### src/oag_pkg.sv
`default_nettype none
package oag_pkg;

  typedef enum logic [3:0] {
    OAG_MODE_INH      = 4'h0,
    OAG_MODE_IMM      = 4'h1,
    OAG_MODE_DIR_S    = 4'h2,
    OAG_MODE_DIR_L    = 4'h3,
    OAG_MODE_IDX_0    = 4'h4,
    OAG_MODE_IDX_S    = 4'h5,
    OAG_MODE_IDX_L    = 4'h6,
    OAG_MODE_IND_S    = 4'h7,
    OAG_MODE_IND_L    = 4'h8,
    OAG_MODE_INDIDX_S = 4'h9,
    OAG_MODE_INDIDX_L = 4'hA
  } oag_mode_type;

  typedef struct packed {
    oag_mode_type mode;
    logic         use_y;
    logic         mem_to_mem;
  } oag_req_type;

  typedef struct packed {
    logic [15:0] addr;
    logic [7:0]  imm;
    logic        is_imm;
    logic        no_operand;
    logic [1:0]  length;
    logic        illegal;
  } oag_res_type;

  localparam logic [15:0] OAG_PAGE0_MASK = 16'h00FF;
  localparam logic [1:0] OAG_LEN_0 = 2'h0;
  localparam logic [1:0] OAG_LEN_1 = 2'h1;
  localparam logic [1:0] OAG_LEN_2 = 2'h2;
  localparam logic [7:0] OAG_RST_BYTE = 8'h00;
  localparam logic [15:0] OAG_RST_ADDR = 16'h0000;

endpackage

`default_nettype wire

### src/oag_core.sv
`timescale 1ns/10ps
`default_nettype none

// Operation
// - Short forms except short indexed and indirect indexed stay in page zero; memory-to-memory ops accept short forms and inherent only.
// - Inherent: opcode only, no operand or address bytes fetched.
// - Immediate: one byte follows, used as operand without memory access.
// - Short direct: one address byte, range 00 to FF.
// - Long direct: two-byte address word, full 64 Kbyte space.
// - Indexed address is unsigned sum of X or Y and the offset.
// - Indexed without offset: no byte fetched, index alone is the address.
// - Short indexed: one offset byte plus index, carry kept, up to 1FE.
// - Long indexed: two-byte offset word plus index, full space.
// - Indirect: one pointer address byte, pointer read from page zero.
// - Short indirect: byte pointer read is the address, range 00 to FF.
// - Long indirect: word pointer read from page zero, full space.
// - Indirect indexed: pointer plus index, byte to 1FE, word full space.
module oag_core (
  input wire logic clock,
  input wire logic arst_n,
  input wire logic start,
  input wire oag_pkg::oag_req_type req,
  input wire logic [7:0] idx_x,
  input wire logic [7:0] idx_y,
  output logic busy,
  output logic fetch_req,
  input wire logic fetch_valid,
  input wire logic [7:0] fetch_data,
  output logic mem_req,
  output logic [15:0] mem_addr,
  input wire logic mem_valid,
  input wire logic [7:0] mem_data,
  output logic done,
  output oag_pkg::oag_res_type res
);

  ////////////////////////////////////////////////////////////////////////
  typedef enum logic [2:0] {
    OAG_S_IDLE = 3'b000,
    OAG_S_FB0  = 3'b001,
    OAG_S_FB1  = 3'b011,
    OAG_S_PR0  = 3'b010,
    OAG_S_PR1  = 3'b110,
    OAG_S_DONE = 3'b111
  } oag_state_type;

  function automatic logic is_short(input oag_pkg::oag_mode_type m);
    is_short = (m == oag_pkg::OAG_MODE_DIR_S) || (m == oag_pkg::OAG_MODE_IDX_0) ||
               (m == oag_pkg::OAG_MODE_IDX_S) || (m == oag_pkg::OAG_MODE_IND_S) ||
               (m == oag_pkg::OAG_MODE_INDIDX_S);
  endfunction

  function automatic logic is_indirect(input oag_pkg::oag_mode_type m);
    is_indirect = (m == oag_pkg::OAG_MODE_IND_S) || (m == oag_pkg::OAG_MODE_IND_L) ||
                  (m == oag_pkg::OAG_MODE_INDIDX_S) || (m == oag_pkg::OAG_MODE_INDIDX_L);
  endfunction

  function automatic logic is_word(input oag_pkg::oag_mode_type m);
    is_word = (m == oag_pkg::OAG_MODE_DIR_L) || (m == oag_pkg::OAG_MODE_IDX_L) ||
              (m == oag_pkg::OAG_MODE_IND_L) || (m == oag_pkg::OAG_MODE_INDIDX_L);
  endfunction

  function automatic logic is_indexed(input oag_pkg::oag_mode_type m);
    is_indexed = (m == oag_pkg::OAG_MODE_IDX_0) || (m == oag_pkg::OAG_MODE_IDX_S) ||
                 (m == oag_pkg::OAG_MODE_IDX_L) || (m == oag_pkg::OAG_MODE_INDIDX_S) ||
                 (m == oag_pkg::OAG_MODE_INDIDX_L);
  endfunction

  ////////////////////////////////////////////////////////////////////////
  logic rst_s1_r;
  logic rst_s2_r;
  logic rst_n;

  // Reset release passes two stages so all state leaves reset on the same edge
  always_ff @(posedge clock or negedge arst_n) begin
    if (!arst_n) begin
      rst_s1_r <= 1'b0;
      rst_s2_r <= 1'b0;
    end else begin
      rst_s1_r <= 1'b1;
      rst_s2_r <= rst_s1_r;
    end
  end
  assign rst_n = rst_s2_r;

  ////////////////////////////////////////////////////////////////////////
  oag_state_type state_r, state_nxt;
  oag_pkg::oag_mode_type mode_r, mode_nxt;
  logic [7:0] index_r, index_nxt;
  logic [15:0] word_r, word_nxt;
  logic [1:0] len_r, len_nxt;
  logic illegal_r, illegal_nxt;
  oag_pkg::oag_res_type res_r, res_nxt;
  logic done_r, done_nxt;
  logic [15:0] sum;
  logic [15:0] base;

  // Index of zero for unindexed modes keeps one adder on every path
  assign base = word_r;

  oag_addr_add u_add (
    .base(base),
    .index(index_r),
    .sum(sum)
  );

  always_comb begin
    state_nxt = state_r;
    mode_nxt = mode_r;
    index_nxt = index_r;
    word_nxt = word_r;
    len_nxt = len_r;
    illegal_nxt = illegal_r;
    res_nxt = res_r;
    done_nxt = 1'b0;
    case (state_r)
      OAG_S_IDLE: begin
        if (start) begin
          mode_nxt = req.mode;
          index_nxt = is_indexed(req.mode) ? (req.use_y ? idx_y : idx_x) : oag_pkg::OAG_RST_BYTE;
          word_nxt = oag_pkg::OAG_RST_ADDR;
          illegal_nxt = req.mem_to_mem && !is_short(req.mode) && (req.mode != oag_pkg::OAG_MODE_INH);
          if (req.mode == oag_pkg::OAG_MODE_INH || req.mode == oag_pkg::OAG_MODE_IDX_0) begin
            len_nxt = oag_pkg::OAG_LEN_0;
            state_nxt = OAG_S_DONE;
          end else if (is_word(req.mode) && !is_indirect(req.mode)) begin
            len_nxt = oag_pkg::OAG_LEN_2;
            state_nxt = OAG_S_FB0;
          end else begin
            len_nxt = oag_pkg::OAG_LEN_1;
            state_nxt = OAG_S_FB1;
          end
        end
      end
      OAG_S_FB0: begin
        if (fetch_valid) begin
          word_nxt = {fetch_data, oag_pkg::OAG_RST_BYTE};
          state_nxt = OAG_S_FB1;
        end
      end
      OAG_S_FB1: begin
        if (fetch_valid) begin
          word_nxt = {word_r[15:8], fetch_data};
          if (is_indirect(mode_r)) begin
            state_nxt = is_word(mode_r) ? OAG_S_PR0 : OAG_S_PR1;
          end else begin
            state_nxt = OAG_S_DONE;
          end
        end
      end
      OAG_S_PR0: begin
        if (mem_valid) begin
          word_nxt = {mem_data, word_r[7:0]};
          state_nxt = OAG_S_PR1;
        end
      end
      OAG_S_PR1: begin
        if (mem_valid) begin
          if (is_word(mode_r)) begin
            word_nxt = {word_r[15:8], mem_data};
          end else begin
            word_nxt = {8'h00, mem_data};
          end
          state_nxt = OAG_S_DONE;
        end
      end
      OAG_S_DONE: begin
        res_nxt.addr = sum;
        res_nxt.imm = word_r[7:0];
        res_nxt.is_imm = (mode_r == oag_pkg::OAG_MODE_IMM);
        res_nxt.no_operand = (mode_r == oag_pkg::OAG_MODE_INH);
        res_nxt.length = len_r;
        res_nxt.illegal = illegal_r;
        if (mode_r == oag_pkg::OAG_MODE_INH || mode_r == oag_pkg::OAG_MODE_IMM) begin
          res_nxt.addr = oag_pkg::OAG_RST_ADDR;
        end
        done_nxt = 1'b1;
        state_nxt = OAG_S_IDLE;
      end
      default: begin
        state_nxt = OAG_S_IDLE;
      end
    endcase
  end

  always_ff @(posedge clock or negedge rst_n) begin
    if (!rst_n) begin
      state_r <= OAG_S_IDLE;
      mode_r <= oag_pkg::OAG_MODE_INH;
      index_r <= oag_pkg::OAG_RST_BYTE;
      word_r <= oag_pkg::OAG_RST_ADDR;
      len_r <= oag_pkg::OAG_LEN_0;
      illegal_r <= 1'b0;
      res_r <= '0;
      done_r <= 1'b0;
    end else begin
      state_r <= state_nxt;
      mode_r <= mode_nxt;
      index_r <= index_nxt;
      word_r <= word_nxt;
      len_r <= len_nxt;
      illegal_r <= illegal_nxt;
      res_r <= res_nxt;
      done_r <= done_nxt;
    end
  end

  ////////////////////////////////////////////////////////////////////////
  // Pointer location is always page zero; a word pointer's second byte wraps inside it
  assign busy = (state_r != OAG_S_IDLE);
  assign fetch_req = (state_r == OAG_S_FB0) || (state_r == OAG_S_FB1);
  assign mem_req = (state_r == OAG_S_PR0) || (state_r == OAG_S_PR1);
  assign mem_addr = (state_r == OAG_S_PR1 && is_word(mode_r)) ?
                    ((word_r & oag_pkg::OAG_PAGE0_MASK) + 16'h0001) & oag_pkg::OAG_PAGE0_MASK :
                    word_r & oag_pkg::OAG_PAGE0_MASK;
  assign done = done_r;
  assign res = res_r;

endmodule

`default_nettype wire

### src/oag_addr_add.sv
`timescale 1ns/10ps
`default_nettype none

// Unsigned base plus index; carry runs into the high byte, no page wrap
module oag_addr_add (
  input wire logic [15:0] base,
  input wire logic [7:0] index,
  output logic [15:0] sum
);
  assign sum = base + {8'h00, index};
endmodule

`default_nettype wire

### config.mk
export PLATFORM = sky130hd
export DESIGN_NAME = oag_core
export DESIGN_NICKNAME = d
export VERILOG_FILES = /design/src/oag_pkg.sv /design/src/oag_core.sv /design/src/oag_addr_add.sv
export SDC_FILE = /design/constraint.sdc
export NUM_CORES = 1
export LEC_CHECK = 0
export ABC_CLOCK_PERIOD_IN_PS = 1850
export BUFFER_PORTS_ARGS = -buffer_cell sky130_fd_sc_hd__buf_2
export CORE_ASPECT_RATIO = 0.8
export CORE_UTILIZATION = 40
export DETAILED_ROUTE_END_ITERATION = 7
export PLACE_DENSITY = 0.62
export SETUP_SLACK_MARGIN = 0.1
export SYNTH_ARGS = -nofsm -noshare
export SYNTH_HDL_FRONTEND = slang
export SYNTH_SLANG_ARGS = --single-unit
### constraint.sdc
create_clock -name clock -period 1.85 [get_ports clock]
set_input_delay 0.37 -clock clock [delete_from_list [all_inputs] [get_ports clock]]
set_output_delay 0.37 -clock clock [all_outputs]
set_load 0.01 [all_outputs]
==> flow_summary.json, run 1 <==
{
  "violations": "negative setup slack",
  "setup_viol": 17,
  "ys_types": 57,
  "drive_above_1_share_pct": 46.4,
  "max_slew_margin_pct": 61.4,
  "met1_length_mm": 4.51,
  "ant_nets": 0,
  "die_w_um": 109,
  "worst_pin_slew_ns": 0.578,
  "dp.cells": 574,
  "design_area_um2": 5140,
  "num-fill-cells": 741,
  "power.density_nw_per_um2": 1890,
  "drt_iter0_markers": 180,
  "fmax_mhz": 460,
  "cts-root-buf": "clkbuf_16",
  "cts_tree": "yes",
  "numCtsBuffers": 9,
  "initial_core_util_pct": 42.2,
  "final_max_slew_viol_count": 0,
  "vias": 3174,
  "synth_seq_cells": 66,
  "htree_num_levels": 3,
  "yosys_warnings": 0,
  "required_ns": 1.48,
  "dr_wl_met2_mm": 4.66,
  "final_core_util_pct": 59.3,
  "ir_worst_vdd_mv": 0.862,
  "hold_class": "flip-flop to asynchronous set/reset pin",
  "crit_arrival_ns": 1.80,
  "grt_overflow": 0,
  "final_common_cell": "buf_2",
  "finalHoldViolCount": 0,
  "crit_slowest_cell": "dfrtp_1",
  "finalCritPeriodShare_pct": 117,
  "power_leakage_nw": 2.45,
  "fin_nets": 539,
  "routed.top_layer": "met4",
  "synth_flop_cell": "dfrtp_1",
  "dpl_cell_area_um2": 4520,
  "drt_pass1_iterations": 4,
  "wl_per_cell_um": 16.5,
  "grt_pass1_vias": 3043,
  "path_class": "flip-flop to output port",
  "cp_num_buf_inv": 1,
  "drc": 0,
  "crit_path_start_kind": "flip-flop",
  "grtUsageTotal_pct": 22.2,
  "num_rows": 30,
  "synthCells": 354,
  "core_area_um2": 8670,
  "layoutNonFillerInstCount": 603,
  "rrSetupSlack_ns": -0.04,
  "cts.sink_count": 66,
  "synthArstFlopShare_pct": 100,
  "synth_area_um2": 3660,
  "synthToLayoutAreaGrowth_pct": 40.7,
  "syn_area_per_cell_um2": 10.3,
  "io_buffers": 83,
  "worst_clock_skew_ns": 0.00628,
  "fin_tns_setup_ns": -2.54,
  "die_y_um": 87.5,
  "clk_pin_slew_ns": 0.06,
  "rsz0062_at_grt": "true",
  "path_cells": "xor2_1, a31o_2, and2_2, nand2_1, xnor2_1, buf_2",
  "antenna_cells": 0,
  "ios": 92,
  "cts_buffer_depth": 2,
  "finalPower_mw": 9.70,
  "gp_congestion": 0.900,
  "dieArea_um2": 9530,
  "fin_ws_ns": -0.322,
  "grt_first_pass_wirelength_mm": 15.7,
  "antenna_found_initial": 0,
  "dpl.hpwl_mm": 7.04,
  "yosysSeqAreaShare_pct": 45.2,
  "slowest_delay_ns": 0.41,
  "hold_ws_ns": 0.268,
  "routed_via_density": 5.26,
  "period_minus_slack_ns": 2.17,
  "cp-end-kind": "output port",
  "wirelength_mm": 9.97,
  "layout_common_cells": "83 x buf_2, 62 x dfrtp_1, 41 x buf_4, 40 x nand2_1, 16 x nor2_1",
  "grt_max_degree": 65,
  "max_cap_violations": 0,
  "path_delay_family": "flip-flops",
  "dp_slack_ns": -0.0193,
  "synth_edf_count": 0,
  "insertion_delay_ns": 0.33,
  "worst-path-max-fanout": 4,
  "wl_met3_um": 584,
  "status": "complete, but fails checks"
}
[power breakdown]
part | switching, mW | internal, mW | total [mW]
clock network | 0.674 | 1.05 | 1.73
registers | 0.493 | 2.06 | 2.56
logic | 2.76 | 2.66 | 5.41
[metal layers]
| metal | GRT usage, % | up-vias |
|---|---|---|
| met5 | 0 | - |
| met4 | 7.86 | 0 |
| met3 | 5.76 | 20 |
| met2 | 34.7 | 104 |
| met1 | 29.9 | 1522 |
| li1 | - | 1528 |
[kinds of logic (layout without fill, tap and decap cells)]
kind of cell | after synthesis | count (layout) | share of synthesized area (%)
flip-flops | 66 | 66 | 45.2
multiplexers | 32 | 32 | 10.4
buffers and inverters | 28 | 157 | 4.31
other | 2 | 9 | 0.205
AND/OR/NAND/NOR | 100 | 101 | 13.9
AO/OA/AOI/OAI | 95 | 95 | 17.4
adder cells (fa/ha/maj) | 10 | 10 | 3.63
XOR/XNOR | 21 | 21 | 5.03
[worst reg2reg max path, delay by kind of cell, from the launching register on]
family | cells | cell delay (ns)
compound gates | 3 | 0.50
xor+xnor | 1 | 0.17
buf+inv | 3 | 0.40
flops | 1 | 0.41
mux | 1 | 0.29
[synth_stat cells (2+ instances only)]
cell / number / share of area, %
nand4_1: 5 / 0.86
a21oi_1: 21 / 2.9
buf_4: 11 / 2.3
and3_1: 3 / 0.51
or3_1: 2 / 0.34
buf_2: 2 / 0.27
dfrtp_1: 66 / 45
mux2_2: 15 / 4.6
nand2b_1: 5 / 0.86
clkbuf_1: 3 / 0.31
mux2i_1: 9 / 2.5
buf_1: 4 / 0.41
o21ai_0: 25 / 3.4
a22o_1: 9 / 2.2
and4_1: 3 / 0.72
and2_1: 3 / 0.51
a21boi_0: 2 / 0.41
nand3_1: 7 / 0.96
conb_1: 2 / 0.21
a22oi_1: 10 / 2.1
nor3b_1: 2 / 0.41
nor2_1: 16 / 1.6
a21o_1: 3 / 0.62
o31ai_1: 7 / 1.4
xnor2_1: 12 / 2.9
nor2b_1: 3 / 0.51
inv_1: 6 / 0.62
ha_1: 9 / 3.1
mux2_4: 8 / 3.3
nor3_1: 3 / 0.41
nand2_1: 41 / 4.2
o211ai_1: 3 / 0.62
xor2_1: 9 / 2.2
o21bai_1: 2 / 0.41
[cell type report]
| cell class | instances | area (um^2) | area share (%) |
|---|---|---|---|
| Multi-Input combinational cell | 268 | 2160 | 41.9 |
| Tap cell | 112 | 140 | 2.72 |
| Timing Repair Buffer | 134 | 861 | 16.7 |
| Clock buffer | 9 | 225 | 4.38 |
| Clock inverter | 7 | 77.6 | 1.51 |
| Sequential cell | 66 | 1660 | 32.2 |
| Inverter | 7 | 27.5 | 0.535 |
[registers in the layout (all words and copies together), names as in the netlist]
register	cells
base	16
done	1
illegal_r	1
index_r	8
len_r	2
mode_r	4
res	29
rst_n	1
rst_s1_r	1
state_r	3
[final timing paths]
path,to,start,cells past startpoint
min,res[6]$_DFFE_PN0P_,rst_n$_DFF_PN0_,1
max reg2reg,base[10]$_DFFE_PN0P_,mode_r[0]$_DFFE_PN0P_,8
max in group asynchronous,state_r[0]$_DFFE_PN0P_,rst_n$_DFF_PN0_,1
min in group clock,illegal_r$_DFFE_PN0P_,req[0],3
min reg2reg,res[6]$_DFFE_PN0P_,rst_n$_DFF_PN0_,1
max,mem_addr[2],mode_r[0]$_DFFE_PN0P_,6
[repair_timing]
| action | in CTS | in global routing |
|---|---|---|
| pin swaps | 18 | 27 |
| endpoints found under the hold margin | 2 | 0 |
| gates cloned | 0 | 1 |
| resized for setup | 26 | 24 |
| hold buffers | 1 | 0 |
| setup buffers | 7 | 4 |
| endpoints found under the setup margin | 27 | 28 |
Power figures use the tool's default switching activity.
==> run 2, diff against run 1 <==
--- a/config.mk
+++ b/config.mk
@@ -8,9 +8,10 @@
 export ABC_CLOCK_PERIOD_IN_PS = 1850
 export BUFFER_PORTS_ARGS = -buffer_cell sky130_fd_sc_hd__buf_2
 export CORE_ASPECT_RATIO = 0.8
-export CORE_UTILIZATION = 40
+export CORE_MARGIN = 2
+export CORE_UTILIZATION = 45
 export DETAILED_ROUTE_END_ITERATION = 7
-export PLACE_DENSITY = 0.62
+export PLACE_DENSITY = 0.69
 export SETUP_SLACK_MARGIN = 0.1
 export SYNTH_ARGS = -nofsm -noshare
 export SYNTH_HDL_FRONTEND = slang
==> run 2 against run 1 <==
The run still ends with negative setup slack left. Combinational power fell by 2%. Critical endpoint is now mem_addr[4]. Flip-flop and latch count did not move. Highest routed layer unchanged. Non-clock buffer count rose by 3. Largest cell class unchanged. Utilization rose by 4.4 points.
==> flow_summary.json, run 2 (synthesis gave the netlist of run 1 again) <==
{
  "numCtsBuffers": 9,
  "reg2reg_depth": 8,
  "cp-end-kind": "output port",
  "routed_via_density": 5.38,
  "finalHoldViolCount": 0,
  "largest_reg_flops": 29,
  "critPathCapture": "mem_addr[4]",
  "pwr-share-comb_pct": 57.9,
  "path_class": "flip-flop to output port",
  "antenna_found_initial": 0,
  "dieArea_um2": 8870,
  "grt_overflow": 0,
  "p_sw_share_pct": 41.2,
  "setup.worst_path.start": "mode_r[0]$_DFFE_PN0P_",
  "drc": 0,
  "final_common_cell": "buf_2",
  "crit_path_start_kind": "flip-flop",
  "vias": 3233,
  "cts.sink_count": 66,
  "hold_class": "flip-flop to asynchronous set/reset pin",
  "wirelength_mm": 9.91,
  "cts-root-buf": "clkbuf_8",
  "dp.cells": 569,
  "worst-path-max-fanout": 9,
  "grt_first_pass_wirelength_mm": 15.9,
  "rrSetupSlack_ns": -0.04,
  "dpl.hpwl_mm": 7.14,
  "wl_per_cell_um": 16.5,
  "drt_iter0_markers": 151,
  "die_w_um": 105,
  "period_minus_slack_ns": 2.21,
  "layoutNonFillerInstCount": 601,
  "gp_congestion": 0.878,
  "drt_pass1_iterations": 4,
  "required_ns": 1.48,
  "violations": "negative setup slack",
  "cts_tree": "yes",
  "p_sw_mw": 3.75,
  "initial_core_util_pct": 46.2,
  "r2r_start": "index_r[0]$_DFFE_PN0P_",
  "die_y_um": 84.6,
  "clk_pin_slew_ns": 0.07,
  "power_leakage_nw": 2.42,
  "status": "complete, but fails checks",
  "worst_clock_skew_ns": 0.00965,
  "p_clk_share_pct": 13.8,
  "ios": 92,
  "core_area_um2": 7910,
  "fmax_mhz": 452,
  "setup_viol": 9,
  "fin_nets": 541,
  "crit_arrival_ns": 1.84,
  "max_cap_violations": 0,
  "layout_common_cells": "83 x buf_2, 63 x dfrtp_1, 46 x buf_4, 41 x nand2_1, 16 x nor2_1",
  "finalCritPeriodShare_pct": 120,
  "pwr-share-seq_pct": 28.3,
  "fin_ws_ns": -0.364,
  "io_buffers": 83,
  "ir_worst_vdd_mv": 0.779,
  "finalPower_mw": 9.12,
  "hold_ws_ns": 0.287,
  "num_rows": 29,
  "drive_above_1_share_pct": 45.6,
  "grt_pass1_vias": 3202,
  "grtUsageTotal_pct": 23.0,
  "final_max_slew_viol_count": 0,
  "grt_max_degree": 37,
  "htree_num_levels": 3,
  "synthToLayoutAreaGrowth_pct": 37.8,
  "insertion_delay_ns": 0.35,
  "cts_buffer_depth": 2,
  "max_slew_margin_pct": 58.8,
  "reg2reg_to": "res[27]$_DFFE_PN0P_",
  "rsz0062_at_grt": "true",
  "worst_pin_slew_ns": 0.618,
  "num-fill-cells": 649,
  "antenna_cells": 0,
  "power.density_nw_per_um2": 1810,
  "ant_nets": 0,
  "internal_power_mw": 5.36
}
## run 2: layout make-up
cell class / instances / area (um^2) / share of cell area, %
clock buffers: 12 / 155 / 3.08
inverters: 7 / 27.5 / 0.546
clock inverters: 4 / 50.0 / 0.994
multi-input cells: 267 / 2140 / 42.4
repair buffers: 137 / 876 / 17.4
flip-flops and latches: 66 / 1660 / 32.9
well taps: 108 / 135 / 2.68
## run 2: worst min path at each step
stage | depth (start not counted) | to | start
CTS | 3 | index_r[1]$_DFFE_PN0P_ | idx_x[1]
global placement | 1 | rst_s1_r$_DFF_PN0_ | arst_n
floorplan | 0 | rst_n$_DFF_PN0_ | arst_n
finish | 0 | mode_r[1]$_DFFE_PN0P_ | rst_n$_DFF_PN0_
global route | 2 | rst_n$_DFF_PN0_ | arst_n
detailed placement | 1 | rst_s1_r$_DFF_PN0_ | arst_n
## run 2: power groups by stage
stage / clock network (mW) / logic [mW] / registers [mW]
2_1_floorplan: 0 / 2.72 / 2.67
3_3_place_gp: 0 / 4.47 / 2.52
3_5_place_dp: 0 / 4.54 / 2.55
4_1_cts: 1.27 / 4.97 / 2.56
5_1_grt: 1.34 / 5.71 / 2.66
6_report: 1.26 / 5.28 / 2.58
## run 2: worst max-delay path, cell delays in order, from the launching register on
cell	delay [ns]
dfrtp_1	0.42
nor3b_2	0.26
a31o_2	0.16
and2_4	0.21
nand4_1	0.15
xnor2_2	0.16
buf_2	0.14
## run 2: stage by stage
stage | TNS, ns | worst slack, ns | utilization (%) | area [um^2]
floorplan | -0.0418 | -0.0418 | - | 3790
global placement | 0 | 0.0200 | 57.0 | 4510
detailed placement | -0.0915 | -0.0296 | 57.0 | 4510
CTS | -2.13 | -0.296 | 62.2 | 4920
global route | -3.50 | -0.446 | 63.7 | 5040
finish | -2.61 | -0.364 | 63.7 | 5040
## run 2: repair_timing
| action | in CTS | in global routing |
|---|---|---|
| resized for setup | 25 | 16 |
| hold buffers | 1 | 0 |
| endpoints found under the hold margin | 2 | 0 |
| pin swaps | 23 | 17 |
| setup endpoints to repair | 26 | 37 |
| setup buffers | 9 | 6 |
## run 2: routing by layer
layer	track usage [%]	share of wire [%]
met5	0	0
met4	6.30	1.4
met3	5.05	5.2
met2	38.8	50
met1	30.0	44
